<file path="src/common/satm_pkg.sv">
// Purpose: constants for the servo fault trip and clear manager
// Assumes: 20 MHz clock, power cycle drives rst_n
// Notes: fault codes are two-digit numbers held in 7 bits
package satm_pkg;
   localparam int unsigned CLK_HZ = 20000000;
   localparam int unsigned CLR_HOLD_MS = 120;
   localparam int unsigned OVL_WAIT_S = 10;
   localparam int unsigned CLR_HOLD_CYC = (CLR_HOLD_MS * CLK_HZ + 999) / 1000;
   localparam longint unsigned OVL_WAIT_CYC = longint'(OVL_WAIT_S) * CLK_HZ;
   localparam int unsigned CODE_W = 7;
   localparam int unsigned HIST_DEPTH = 8;
   localparam int unsigned HIST_IW = 3;
   localparam int unsigned NSRC = 8;
   localparam logic [CODE_W-1:0] CODE_NONE = 7'h00;
   localparam logic [CODE_W-1:0] CODE_CUV = 7'h0b;
   localparam logic [CODE_W-1:0] CODE_OV = 7'h0c;
   localparam logic [CODE_W-1:0] CODE_MUV = 7'h0d;
   localparam logic [CODE_W-1:0] CODE_OVL = 7'h10;
   localparam logic [CODE_W-1:0] CODE_NVP = 7'h24;
   localparam logic [CODE_W-1:0] CODE_NVC = 7'h25;
   localparam logic [CODE_W-1:0] CODE_TRV = 7'h26;
   localparam logic [CODE_W-1:0] CODE_MAR = 7'h5f;
   // Overload threshold 115 percent of rated current, in percent units
   localparam logic [9:0] OVL_PCT = 10'h073;
   localparam logic [9:0] RATED_PCT = 10'h064;
   localparam logic [31:0] OVL_ACC_LIMIT = 32'h0001_0000;
   typedef enum logic [1:0] {SATM_IDLE, SATM_TRIPPED} satm_state_e;
endpackage

</file>
<file path="src/rtl/satm_overload.sv">
// Purpose: overload time-limit integrator
// Assumes: current given as percent of rated, once per clock
// Notes: accumulator drains by one per cycle below threshold; reset (control power off) clears it
`timescale 1ns/1ps
module satm_overload
   import satm_pkg::*;
(
   input wire logic clk,
   input wire logic rst_n,
   input wire logic [9:0] current_pct,
   output logic overload
);
   logic [31:0] acc_q;
   logic [31:0] acc_d;
   wire above = current_pct >= OVL_PCT;
   wire [31:0] excess = {22'h000000, current_pct - RATED_PCT};
   // Larger excess trips faster: inverse time characteristic
   always_comb begin
      acc_d = acc_q;
      if (above) begin
         acc_d = (acc_q >= OVL_ACC_LIMIT) ? acc_q : acc_q + excess;
      end else if (acc_q != 32'h0000_0000) begin
         acc_d = acc_q - 32'h0000_0001;
      end
   end
   always_ff @(posedge clk or negedge rst_n) begin
      if (!rst_n) begin
         acc_q <= 32'h0000_0000;
      end else begin
         acc_q <= acc_d;
      end
   end
   assign overload = above && (acc_q >= OVL_ACC_LIMIT);
endmodule

</file>
<file path="src/rtl/satm_top.sv">
// Purpose: protective trip latch, clear control and fault history
// Assumes: fault inputs are synchronous levels; rst_n is power cycle
// Notes:
// Functional notes
// - Any protection trips motor, fault output off
// - Show code while tripped, refuse energize
// - Clear needs clear input held 120 ms
// - Overload trips at 115 percent via time-limit
// - Overload clear ignored for 10 seconds
// - Power removal resets overload accumulation
// - Panel and host commands also clear
// - Non-clearable faults cleared only by power cycle
// - Codes 11 and 13 not logged
// - Codes 36, 37, 38 not logged
// - Codes 95 and 97 not logged
// - Control undervoltage trips with code 11
// - Bus overvoltage trips with code 12
// - Main undervoltage code 13 only when energized
`timescale 1ns/1ps
module satm_top
   import satm_pkg::*;
#(
   parameter longint unsigned OVL_WAIT = satm_pkg::OVL_WAIT_CYC,
   parameter int unsigned CLR_HOLD = satm_pkg::CLR_HOLD_CYC
)(
   input wire logic clk,
   input wire logic rst_n,
   input wire logic ctrl_uv,
   input wire logic bus_ov,
   input wire logic main_uv,
   input wire logic [9:0] current_pct,
   input wire logic nv_param_err,
   input wire logic nv_check_err,
   input wire logic travel_err,
   input wire logic motor_recog_err,
   input wire logic [satm_pkg::CODE_W-1:0] recog_code,
   input wire logic servo_on_req,
   input wire logic fault_clear_input,
   input wire logic panel_clear,
   input wire logic host_clear,
   input wire logic [satm_pkg::HIST_IW-1:0] hist_rd_idx,
   output logic servo_fault_output_n,
   output logic motor_enable,
   output logic [satm_pkg::CODE_W-1:0] display_code,
   output logic tripped,
   output logic [satm_pkg::CODE_W-1:0] hist_rd_code,
   output logic [satm_pkg::HIST_IW:0] hist_count
);
   import satm_pkg::*;

   // Decides whether a code may be entered in history
   function automatic logic loggable(input logic [CODE_W-1:0] c);
      loggable = !(c == CODE_CUV || c == CODE_MUV
                || c == CODE_NVP || c == CODE_NVC || c == CODE_TRV
                || c == CODE_MAR || c == 7'h61);
   endfunction
   // Non-clearable codes; power cycle only
   function automatic logic sticky_code(input logic [CODE_W-1:0] c);
      sticky_code = (c == CODE_NVP) || (c == CODE_NVC) || (c == CODE_MAR) || (c == 7'h61);
   endfunction

   satm_state_e state_q, state_d;
   logic [CODE_W-1:0] code_q;
   logic [31:0] hold_cnt_q;
   logic [63:0] ovl_cnt_q;
   logic [CODE_W-1:0] hist_q [HIST_DEPTH];
   logic [HIST_IW-1:0] wr_ptr_q;
   logic [HIST_IW:0] count_q;
   logic energized_q;
   logic overload;
   logic [CODE_W-1:0] src_code [NSRC];
   logic [NSRC-1:0] src_act;

   satm_overload u_ovl (
      .clk(clk),
      .rst_n(rst_n),
      .current_pct(current_pct),
      .overload(overload)
   );

   // Sources in priority order, lowest index wins
   assign src_act = {motor_recog_err, travel_err, nv_check_err, nv_param_err,
                     overload, energized_q & main_uv, bus_ov, ctrl_uv};
   assign src_code[0] = CODE_CUV;
   assign src_code[1] = CODE_OV;
   assign src_code[2] = CODE_MUV;
   assign src_code[3] = CODE_OVL;
   assign src_code[4] = CODE_NVP;
   assign src_code[5] = CODE_NVC;
   assign src_code[6] = CODE_TRV;
   assign src_code[7] = recog_code;

   logic [CODE_W-1:0] new_code;
   always_comb begin
      new_code = CODE_NONE;
      for (int i = NSRC - 1; i >= 0; i--) begin
         if (src_act[i]) begin
            new_code = src_code[i];
         end
      end
   end

   wire any_fault = |src_act;
   wire is_tripped = (state_q == SATM_TRIPPED);
   wire hold_done = fault_clear_input && (hold_cnt_q >= CLR_HOLD - 1);
   wire ovl_ok = (code_q != CODE_OVL) || (ovl_cnt_q >= OVL_WAIT);
   wire clear_req = hold_done || panel_clear || host_clear;
   wire clear_ok = is_tripped && clear_req && ovl_ok && !sticky_code(code_q);
   wire do_trip = !is_tripped && any_fault;
   wire do_log = do_trip && loggable(new_code);

   always_comb begin
      state_d = state_q;
      unique case (state_q)
         SATM_IDLE: if (any_fault) state_d = SATM_TRIPPED;
         SATM_TRIPPED: if (clear_ok) state_d = SATM_IDLE;
         default: state_d = SATM_IDLE;
      endcase
   end

   always_ff @(posedge clk or negedge rst_n) begin
      if (!rst_n) begin
         state_q <= SATM_IDLE;
         code_q <= CODE_NONE;
      end else begin
         state_q <= state_d;
         if (do_trip) begin
            code_q <= new_code;
         end else if (clear_ok) begin
            code_q <= CODE_NONE;
         end
      end
   end

   // Counter saturates so a long hold keeps hold_done true until the clear input is released
   always_ff @(posedge clk or negedge rst_n) begin
      if (!rst_n) begin
         hold_cnt_q <= 32'h0000_0000;
      end else if (!fault_clear_input) begin
         hold_cnt_q <= 32'h0000_0000;
      end else if (hold_cnt_q < CLR_HOLD) begin
         hold_cnt_q <= hold_cnt_q + 32'h0000_0001;
      end
   end

   always_ff @(posedge clk or negedge rst_n) begin
      if (!rst_n) begin
         ovl_cnt_q <= 64'h0;
      end else if (do_trip) begin
         ovl_cnt_q <= 64'h0;
      end else if (is_tripped && ovl_cnt_q < OVL_WAIT) begin
         ovl_cnt_q <= ovl_cnt_q + 64'h1;
      end
   end

   always_ff @(posedge clk or negedge rst_n) begin
      if (!rst_n) begin
         wr_ptr_q <= 3'h0;
         count_q <= 4'h0;
      end else if (do_log) begin
         wr_ptr_q <= wr_ptr_q + 3'h1;
         if (count_q < 4'(HIST_DEPTH)) count_q <= count_q + 4'h1;
      end
   end

   for (genvar g = 0; g < HIST_DEPTH; g++) begin : g_hist
      always_ff @(posedge clk or negedge rst_n) begin
         if (!rst_n) begin
            hist_q[g] <= CODE_NONE;
         end else if (do_log && wr_ptr_q == 3'(g)) begin
            hist_q[g] <= new_code;
         end
      end
   end

   // Energize refused on the trip edge itself, not a cycle later
   wire energize_d = servo_on_req && !any_fault && state_d == SATM_IDLE;

   always_ff @(posedge clk or negedge rst_n) begin
      if (!rst_n) begin
         energized_q <= 1'b0;
         servo_fault_output_n <= 1'b0;
         motor_enable <= 1'b0;
         display_code <= CODE_NONE;
         tripped <= 1'b0;
         hist_rd_code <= CODE_NONE;
         hist_count <= 4'h0;
      end else begin
         energized_q <= energize_d;
         motor_enable <= energize_d;
         servo_fault_output_n <= (state_d == SATM_IDLE);
         display_code <= do_trip ? new_code : (clear_ok ? CODE_NONE : code_q);
         tripped <= (state_d == SATM_TRIPPED);
         hist_rd_code <= hist_q[hist_rd_idx];
         hist_count <= count_q;
      end
   end

   property p_trip_drops;
      @(posedge clk) disable iff (!rst_n) (!is_tripped && any_fault) |=> (!servo_fault_output_n && !motor_enable);
   endproperty
   a_trip_drops: assert property (p_trip_drops) else $error("fault output not dropped on trip");

   property p_no_energize;
      @(posedge clk) disable iff (!rst_n) tripped |-> !motor_enable;
   endproperty
   a_no_energize: assert property (p_no_energize) else $error("motor energized while tripped");

   property p_short_hold;
      @(posedge clk) disable iff (!rst_n)
         (is_tripped && !panel_clear && !host_clear && hold_cnt_q < CLR_HOLD - 1) |=> tripped;
   endproperty
   a_short_hold: assert property (p_short_hold) else $error("cleared before hold time");

   property p_ovl_wait;
      @(posedge clk) disable iff (!rst_n) (is_tripped && code_q == CODE_OVL && ovl_cnt_q < OVL_WAIT) |=> tripped;
   endproperty
   a_ovl_wait: assert property (p_ovl_wait) else $error("overload cleared too early");

   property p_sticky;
      @(posedge clk) disable iff (!rst_n) (is_tripped && sticky_code(code_q)) |=> $stable(code_q) && tripped;
   endproperty
   a_sticky: assert property (p_sticky) else $error("non-clearable fault cleared");

   property p_nolog;
      @(posedge clk) disable iff (!rst_n) (do_trip && !loggable(new_code)) |=> $stable(wr_ptr_q);
   endproperty
   a_nolog: assert property (p_nolog) else $error("excluded code logged");

   property p_cuv_code;
      @(posedge clk) disable iff (!rst_n) (!is_tripped && ctrl_uv) |=> display_code == CODE_CUV;
   endproperty
   a_cuv_code: assert property (p_cuv_code) else $error("wrong code for control undervoltage");

   property p_muv_gate;
      // Raw main_uv, since the gated source bit is already zero while off
      @(posedge clk) disable iff (!rst_n)
         (!is_tripped && !energized_q && main_uv && src_act == 8'h00) |=> !tripped;
   endproperty
   a_muv_gate: assert property (p_muv_gate) else $error("main undervoltage tripped while off");

   property p_latched;
      @(posedge clk) disable iff (!rst_n) (is_tripped && !clear_req) |=> tripped && $stable(display_code);
   endproperty
   a_latched: assert property (p_latched) else $error("trip not latched");
endmodule

</file>
<file path="config.mk">
export PLATFORM = sky130hd
export DESIGN_NAME = satm_top
export DESIGN_NICKNAME = d
export VERILOG_FILES = /design/src/common/satm_pkg.sv /design/src/rtl/satm_overload.sv /design/src/rtl/satm_top.sv
export SDC_FILE = /design/constraint.sdc
export NUM_CORES = 1
export LEC_CHECK = 0
export ABC_AREA = 1
export BUFFER_PORTS_ARGS = -buffer_cell sky130_fd_sc_hd__buf_2
export CORE_MARGIN = 3
export CORE_UTILIZATION = 37
export CTS_CLUSTER_SIZE = 40
export DETAILED_ROUTE_END_ITERATION = 8
export PLACE_DENSITY_LB_ADDON = 0.2
export SLEW_MARGIN = 20
export SYNTH_ARGS = -nofsm -noshare
export SYNTH_HDL_FRONTEND = slang
export SYNTH_SLANG_ARGS = --single-unit
</file>
<file path="constraint.sdc">
create_clock -name clk -period 3.24 [get_ports clk]
set_input_delay 0.324 -clock clk [delete_from_list [all_inputs] [get_ports clk]]
set_output_delay 0.324 -clock clk [all_outputs]
set_load 0.01 [all_outputs]
</file>
# [After elaboration in Yosys (flattened, before gate mapping)]
# Cells that the tools add are included.
[totals] wordCells=127 regBits=214 out_inout_bits=21
[op_classes] bitwise=2 reduce_logical=44 add_sub_neg=7 n_eq_ne=23 muxes=23 order_cmp=8
[ops] cell="2-to-1 mux 32 bit" count=5
[ops] cell="2-to-1 mux 64 bit" count=2
[ops] cell="2-to-1 mux 7 bit" count=12
[ops] cell="adder 64 x 1 -> 64 bit (second input constant)" count=1
[ops] cell=">= comparator 64 x 28 -> 1 bit (second input constant)" count=1
[ops] cell="less-than comparator 64 x 28 -> 1 bit (second input constant)" count=1
[ops] cell="equality test 7 x 6 -> 1 bit (second input constant)" count=5
[ops] cell="adder 32 x 1 -> 32 bit (second input constant)" count=1
[ops] cell="adder 32 x 10 -> 32 bit" count=1
[ops] cell=">= comparator 32 x 17 -> 1 bit (second input constant)" count=1
[ops] cell=">= comparator 32 x 22 -> 1 bit (second input constant)" count=1
[ops] cell="less-than comparator 32 x 22 -> 1 bit (second input constant)" count=1
[ops] cell="nonzero test 32 bit" count=1
[ops] cell="subtractor 32 x 1 -> 32 bit (second input constant)" count=1
[ops] cell="equality test 7 bit (second input constant)" count=4
[ops] cell="binary-select mux 7 bit (select 3 bit)" count=1
[ops] cell="logical AND 1 bit" count=18
[ops] cell="equality test 7 x 4 -> 1 bit (second input constant)" count=2
[ops] cell="equality test 3 bit (second input constant)" count=4
[ops] cell="logical OR 1 bit" count=12
[ops] cell=">= comparator 10 x 7 -> 1 bit (second input constant)" count=1
[ops] cell="subtractor 10 x 7 -> 10 bit (second input constant)" count=1
[ops] cell="OR reduction 8 bit" count=1
[ops] cell="!= test 7 x 5 -> 1 bit (second input constant)" count=1
[ops] cell="other kinds (18)" count=28

# [Logic depth before layout (Yosys ltp)]
[logic_depth] depth_word=18 ltp_mapped=22 mapped_depth_nobuf=22

# [By module]
# From an unflattened synthesis, not the netlist that was laid out.
[hier_totals] cells_unflattened=1857 area_unflattened_um2=13222.7
[by_module_without_submodules] mod="satm_top" seq_area_each_um2=4554.4 area_each_um2=9350.2 instances=1 cells_each=1173
[by_module_without_submodules] mod="satm_overload" seq_area_each_um2=800.8 area_each_um2=3872.5 instances=1 cells_each=684

# [Worst setup path after synthesis]
# No wires, ideal clock.
[synth_path] kind="in2reg" startpoint="in current_pct[2]" endpoint="reg u_ovl.acc_q[18]" path_buffers=0 slack_ps=-12 t_arrival_ps=3134 path_stages=19 setup_ps=118 path_cell_list="inv_1 -> ha_1 -> nand3_1 -> nand2_1 -> nand2_1 -> nand2_2 -> inv_1 -> or2_2 -> ha_1 -> fa_1 -> nand3_1 -> nand2_1 -> a21oi_1 -> inv_1 -> a21oi_1 -> o21ai_0 -> or2_2 -> nand3_1 -> nand2_1"
[synth_via] elab_chain_cells=4
[synth_lines] element="from (decl)" line="satm_top.sv:31" text="input wire logic [9:0] current_pct,"
[synth_lines] element="subtractor 10 x 7 -> 10 bit" line="satm_overload.sv:16" text="wire [31:0] excess = {22'h000000, current_pct - RATED_PCT};"
[synth_lines] element="adder 32 x 10 -> 32 bit" line="satm_overload.sv:21" text="acc_d = (acc_q >= OVL_ACC_LIMIT) ? acc_q : acc_q + excess;"
[synth_lines] element="2-to-1 mux 32 bit" line="satm_overload.sv:21"
[synth_lines] element="2-to-1 mux 32 bit" line="satm_overload.sv:20" text="if (above) begin"
[synth_lines] element="to (signal assigned)" line="satm_overload.sv:28" text="acc_q <= 32'h0000_0000;"
[synth_lines] element="to (signal assigned)" line="satm_overload.sv:30" text="acc_q <= acc_d;"
[synth_lines] element="to (decl)" line="satm_overload.sv:13" text="logic [31:0] acc_q;"
# Several ways; a longest one is shown, not always the timed one. The select of a mux whose other input is x is not followed.
# A chain may end at the register's enable or synchronous reset.

# [Worst setup path in the final report]
# Ends and elaborated chain as after synthesis.

==> tab_implementation.tex <==
\begin{tabular}{lr}
\hline
Metric & Value \\
\hline
\multicolumn{2}{l}{\textbf{Status}} \\
\quad Status & completed \\
\multicolumn{2}{l}{\textbf{Global route}} \\
\quad Via count of the first global-routing pass & 10841 \\
\quad Global-route wire length before repair & 55000 um \\
\quad Leftover overflow at the end of global routing & 0 \\
\quad Total routing resource utilization after global routing & 18.3\% \\
\quad Pin count of the biggest net entering global routing & 95 \\
\quad Number of antenna violations at the first check in global routing & 2 \\
\multicolumn{2}{l}{\textbf{CTS}} \\
\quad Root Buffer Master & clkbuf\_16 \\
\quad Number of levels in the clock H-tree & 1 \\
\quad Post-cts hold buffer count & 2 \\
\quad Buffers from clock root to sink, at most & 3 \\
\quad Clock tree from TritonCTS & yes \\
\quad Number of buffers inserted to repair setup after CTS & 0 \\
\quad Clock insertion delay at the later pin of the skew report & 0.54 ns \\
\quad Clk pin slew, worst setup/hold paths & 0.06 ns \\
\quad Cts repair resizes & 0 \\
\quad Number of clock buffers inserted by TritonCTS & 26 \\
\quad Sink Count & 214 \\
\multicolumn{2}{l}{\textbf{Die}} \\
\quad Die Outline Area & about 36000 um\^{}2 \\
\quad Die extent in y & 190 um \\
\quad Total I/O pin count & between 50 and 60 \\
\quad Floorplan row count & 66 \\
\quad Core region area & 32900 um\^{}2 \\
\quad Starting density of the core & a little under two fifths \\
\quad Horiz. Die Dim & 190 um \\
\multicolumn{2}{l}{\textbf{Yosys}} \\
\quad Average instance area after synthesis & 7.50 um\^{}2 \\
\quad Area contributors post-synth & dfrtp\_1 43\%, nand2\_1 13\%, nor2\_1 7.0\% \\
\quad Count of synthesis-stage warnings from yosys & 0 \\
\quad Most repeated cell in the gate-level netlist after synthesis & nand2\_1 \\
\quad Share of the synthesized area in compound gates (AO/OA/AOI/OAI) & 9.24\% \\
\quad Number of synthesized flops with an enable pin & 0 \\
\quad Synth Instances & 1666 \\
\quad Area share of the largest cell type after synthesis & 42.9\% \\
\quad Most used DFF post-synth & dfrtp\_1 \\
\quad Area fraction in and, or, nand and nor cells after synthesis & roughly 33\% \\
\quad Sequential area share after synthesis & between 40\% and 50\% \\
\quad Total nets after synthesis & 1743 \\
\quad Multiplexer area fraction after synthesis & 0\% \\
\quad Number of register bits inferred by synthesis & 214 \\
\quad Distinct cells, synth & 49 \\
\quad Most frequent cells after synthesis & 418 x nand2\_1, 232 x nor2\_1, 214 x dfrtp\_1 \\
\quad Library cell with the largest summed area after synthesis & dfrtp\_1 \\
\quad Adder and majority cell fraction of the synthesized area & 4.47\% \\
\quad Cell area after synthesis & 12500 um\^{}2 \\
\quad Dominant combinational cell family by area after synthesis & simple AND/OR/NAND/NOR gates \\
\quad Xor-xnor portion of the synthesized cell area & 3.01\% \\
\quad Async set-reset flop share out of synthesis & 100\% \\
\multicolumn{2}{l}{\textbf{Setup path}} \\
\quad Depth of the most critical reg-to-reg path & 17 \\
\quad Launch instance of the worst register-to-register path & u\_ovl.acc\_q[23] \\
\quad Largest stage delay on the critical path & 0.41 ns \\
\quad Number of stages on the worst setup path & 20 \\
\quad List of cells traversed by the critical path & buf\_2 > inv\_1 > ha\_1 > nand3\_1 > nand2\_1 > nand2\_1 > nand2\_2 > clkinvlp\_4 > or2\_2 > buf\_4 > fa\_1 > nand3\_1 > nand2\_1 > a21oi\_2 > inv\_1 > a21oi\_1 > o21ai\_0 > or2\_2 > nand3\_1 > nand2\_1 \\
\quad Top Family by Delay on Critical Path & simple AND/OR/NAND/NOR gates \\
\quad CP Launch Type & input port \\
\quad Arr. time, crit path & 3.19 ns \\
\quad Highest fanout seen on the critical path & 3 \\
\quad Critical path's slowest cell & fa\_1 \\
\quad Launch point of the worst path & current\_pct[2] \\
\quad Setup Crit Path Kind & input port to register \\
\quad Critical path's most frequent cell & nand2\_1 \\
\quad Crit path buf inv count & 5 \\
\quad Required arrival time at the worst endpoint & 3.66 ns \\
\quad Worst Setup End Kind & register \\
\multicolumn{2}{l}{\textbf{Cells and area}} \\
\quad Area added between synthesis and finish & 16.0\% \\
\quad Share of post-route cells with drive strength above 1 & 10.7\% \\
\quad Utilization of the core after routing & about 44\% \\
\quad Total number of nets in the final design & between 1500 and 2000 \\
\multicolumn{2}{l}{\textbf{Timing}} \\
\quad Final slew viol count & 0 \\
\quad Clk\_skew & $\sim$0.017 ns \\
\quad Unrepaired setup endpoints after global routing & no \\
\quad Aggregate negative setup slack & 0 ns \\
\quad Minimum clock period & 2.77 ns \\
\quad Worst slew margin relative to its limit & 47.5\% \\
\quad Worst-margin pin slew & 0.785 ns \\
\quad Final Cycle Share & 85.6\% \\
\quad Achievable frequency & 361 MHz \\
\quad Hold Vio Cnt, Final & 0 \\
\quad Setup violators final & 0 \\
\multicolumn{2}{l}{\textbf{Route}} \\
\quad Routed wirelength normalized by instance count & 14.7 um \\
\quad Overall routed net length & $\sim$32000 um \\
\quad Router iterations before antenna repair & 5 \\
\quad Total number of vias & 11050 \\
\quad DRC violation count after routing & 0 \\
\quad Final ANT Viol Nets & 0 \\
\quad Vias per inst & 5.00 \\
\quad First-iteration detailed-routing DRC count & 701 \\
\multicolumn{2}{l}{\textbf{Placement}} \\
\quad RePlAce Congestion & 0.880 \\
\quad Number of port buffers & 53 \\
\quad Detail Placement HPWL & 23400 um \\
\multicolumn{2}{l}{\textbf{Min path}} \\
\quad Min-Delay Startpoint & fault\_clear\_input \\
\quad Cell count of the worst hold path & 3 \\
\quad Worst hold path type & input port to register \\
\multicolumn{2}{l}{\textbf{Flow run}} \\
\quad Total of max-cap violations & 0 \\
\multicolumn{2}{l}{\textbf{Power and ir drop}} \\
\quad VDD IR max & 0.476 mV \\
\quad Leakage component of the power & 6.96 nW \\
\quad Power density over the cells & 638 nW/um\^{}2 \\
\hline
\end{tabular}
[state kept, by name, indices dropped and copies added, names as in the netlist]
name and flops:
hold_cnt_q 32, count_q 4, wr_ptr_q 3, state_q 2, energized_q 1, u_ovl.acc_q 32, hist_q 56, hist_count 4
ovl_cnt_q 64, tripped 1, servo_fault_output_n 1, display_code 7, hist_rd_code 7
[layout make-up]
cell class,count,area (um^2)
diodes,1,2.50
clock inverters,15,198
well taps,442,553
flip-flops and latches,214,5360
repair buffers,106,766
multi-input cells,1214,6210
inverters,187,706
fillers,3373,18500
clock buffers,32,713
[final timing paths]
kind                       slack, ns              end
min in group asynchronous       0.42   hold_cnt_q[13]
min reg2reg                     0.39    hist_count[3]
max reg2reg                     0.47       hist_q[20]
max                             0.47  u_ovl.acc_q[18]
max in group asynchronous       2.06   hold_cnt_q[26]
min                             0.23   hold_cnt_q[23]
[worst reg2reg max path, delay by kind of cell, from the launching register on]
family / cells / cell delay (ns)
buffers and inverters: 1 / 0.21
DFF: 1 / 0.40
and+or+nand+nor: 16 / 2.08
[stage by stage]
stage	worst slack (ns)	std cells	hold WS, ns	area, um^2	power, mW
3_5_place_dp	-0.0692	2161	0.368	13600	6.23
6_report	0.467	2211	0.229	14500	9.25
2_1_floorplan	0.00667	1666	0.0284	12500	5.33
5_1_grt	0.108	2210	0.253	14500	9.94
4_1_cts	0.423	2210	0.208	14500	9.36
3_3_place_gp	-0.00749	2161	0.382	13600	6.20
[kinds of logic (layout without fill, tap and decap cells)]
logic type,Yosys count,in the layout
AO/OA/AOI/OAI,211,211
XOR/XNOR,43,43
adder cells (fa/ha/maj),44,44
buffers and inverters,238,340
flip-flops,214,214
other,1,2
AND/OR/NAND/NOR,915,915
[routing by layer]
layer  track usage [%]  routed length (um)  vias to the layer above
met2              30.3               14900                      180
li1                  -                   -                     5654
met3              2.63                1160                       51
met1              25.3               15600                     5163
met5                 0                  13                        -
met4              4.78                 774                        2
[report_power, final]
| group | switching, mW | internal (mW) |
|---|---|---|
| sequential | 0.359 | 3.15 |
| combinational | 1.62 | 1.06 |
| clock | 1.17 | 1.88 |
[cells in the final DEF (no fill, tap or decap), types with 43 or more instances in the layout]
cell,instances
nor2_1,232
a21oi_1,48
inv_1,180
nand4_1,93
nand2_1,418
ha_1,43
buf_2,52
dfrtp_1,214
nand3_1,74
o21ai_0,108
buf_4,44
Power figures use the tool's default switching activity.
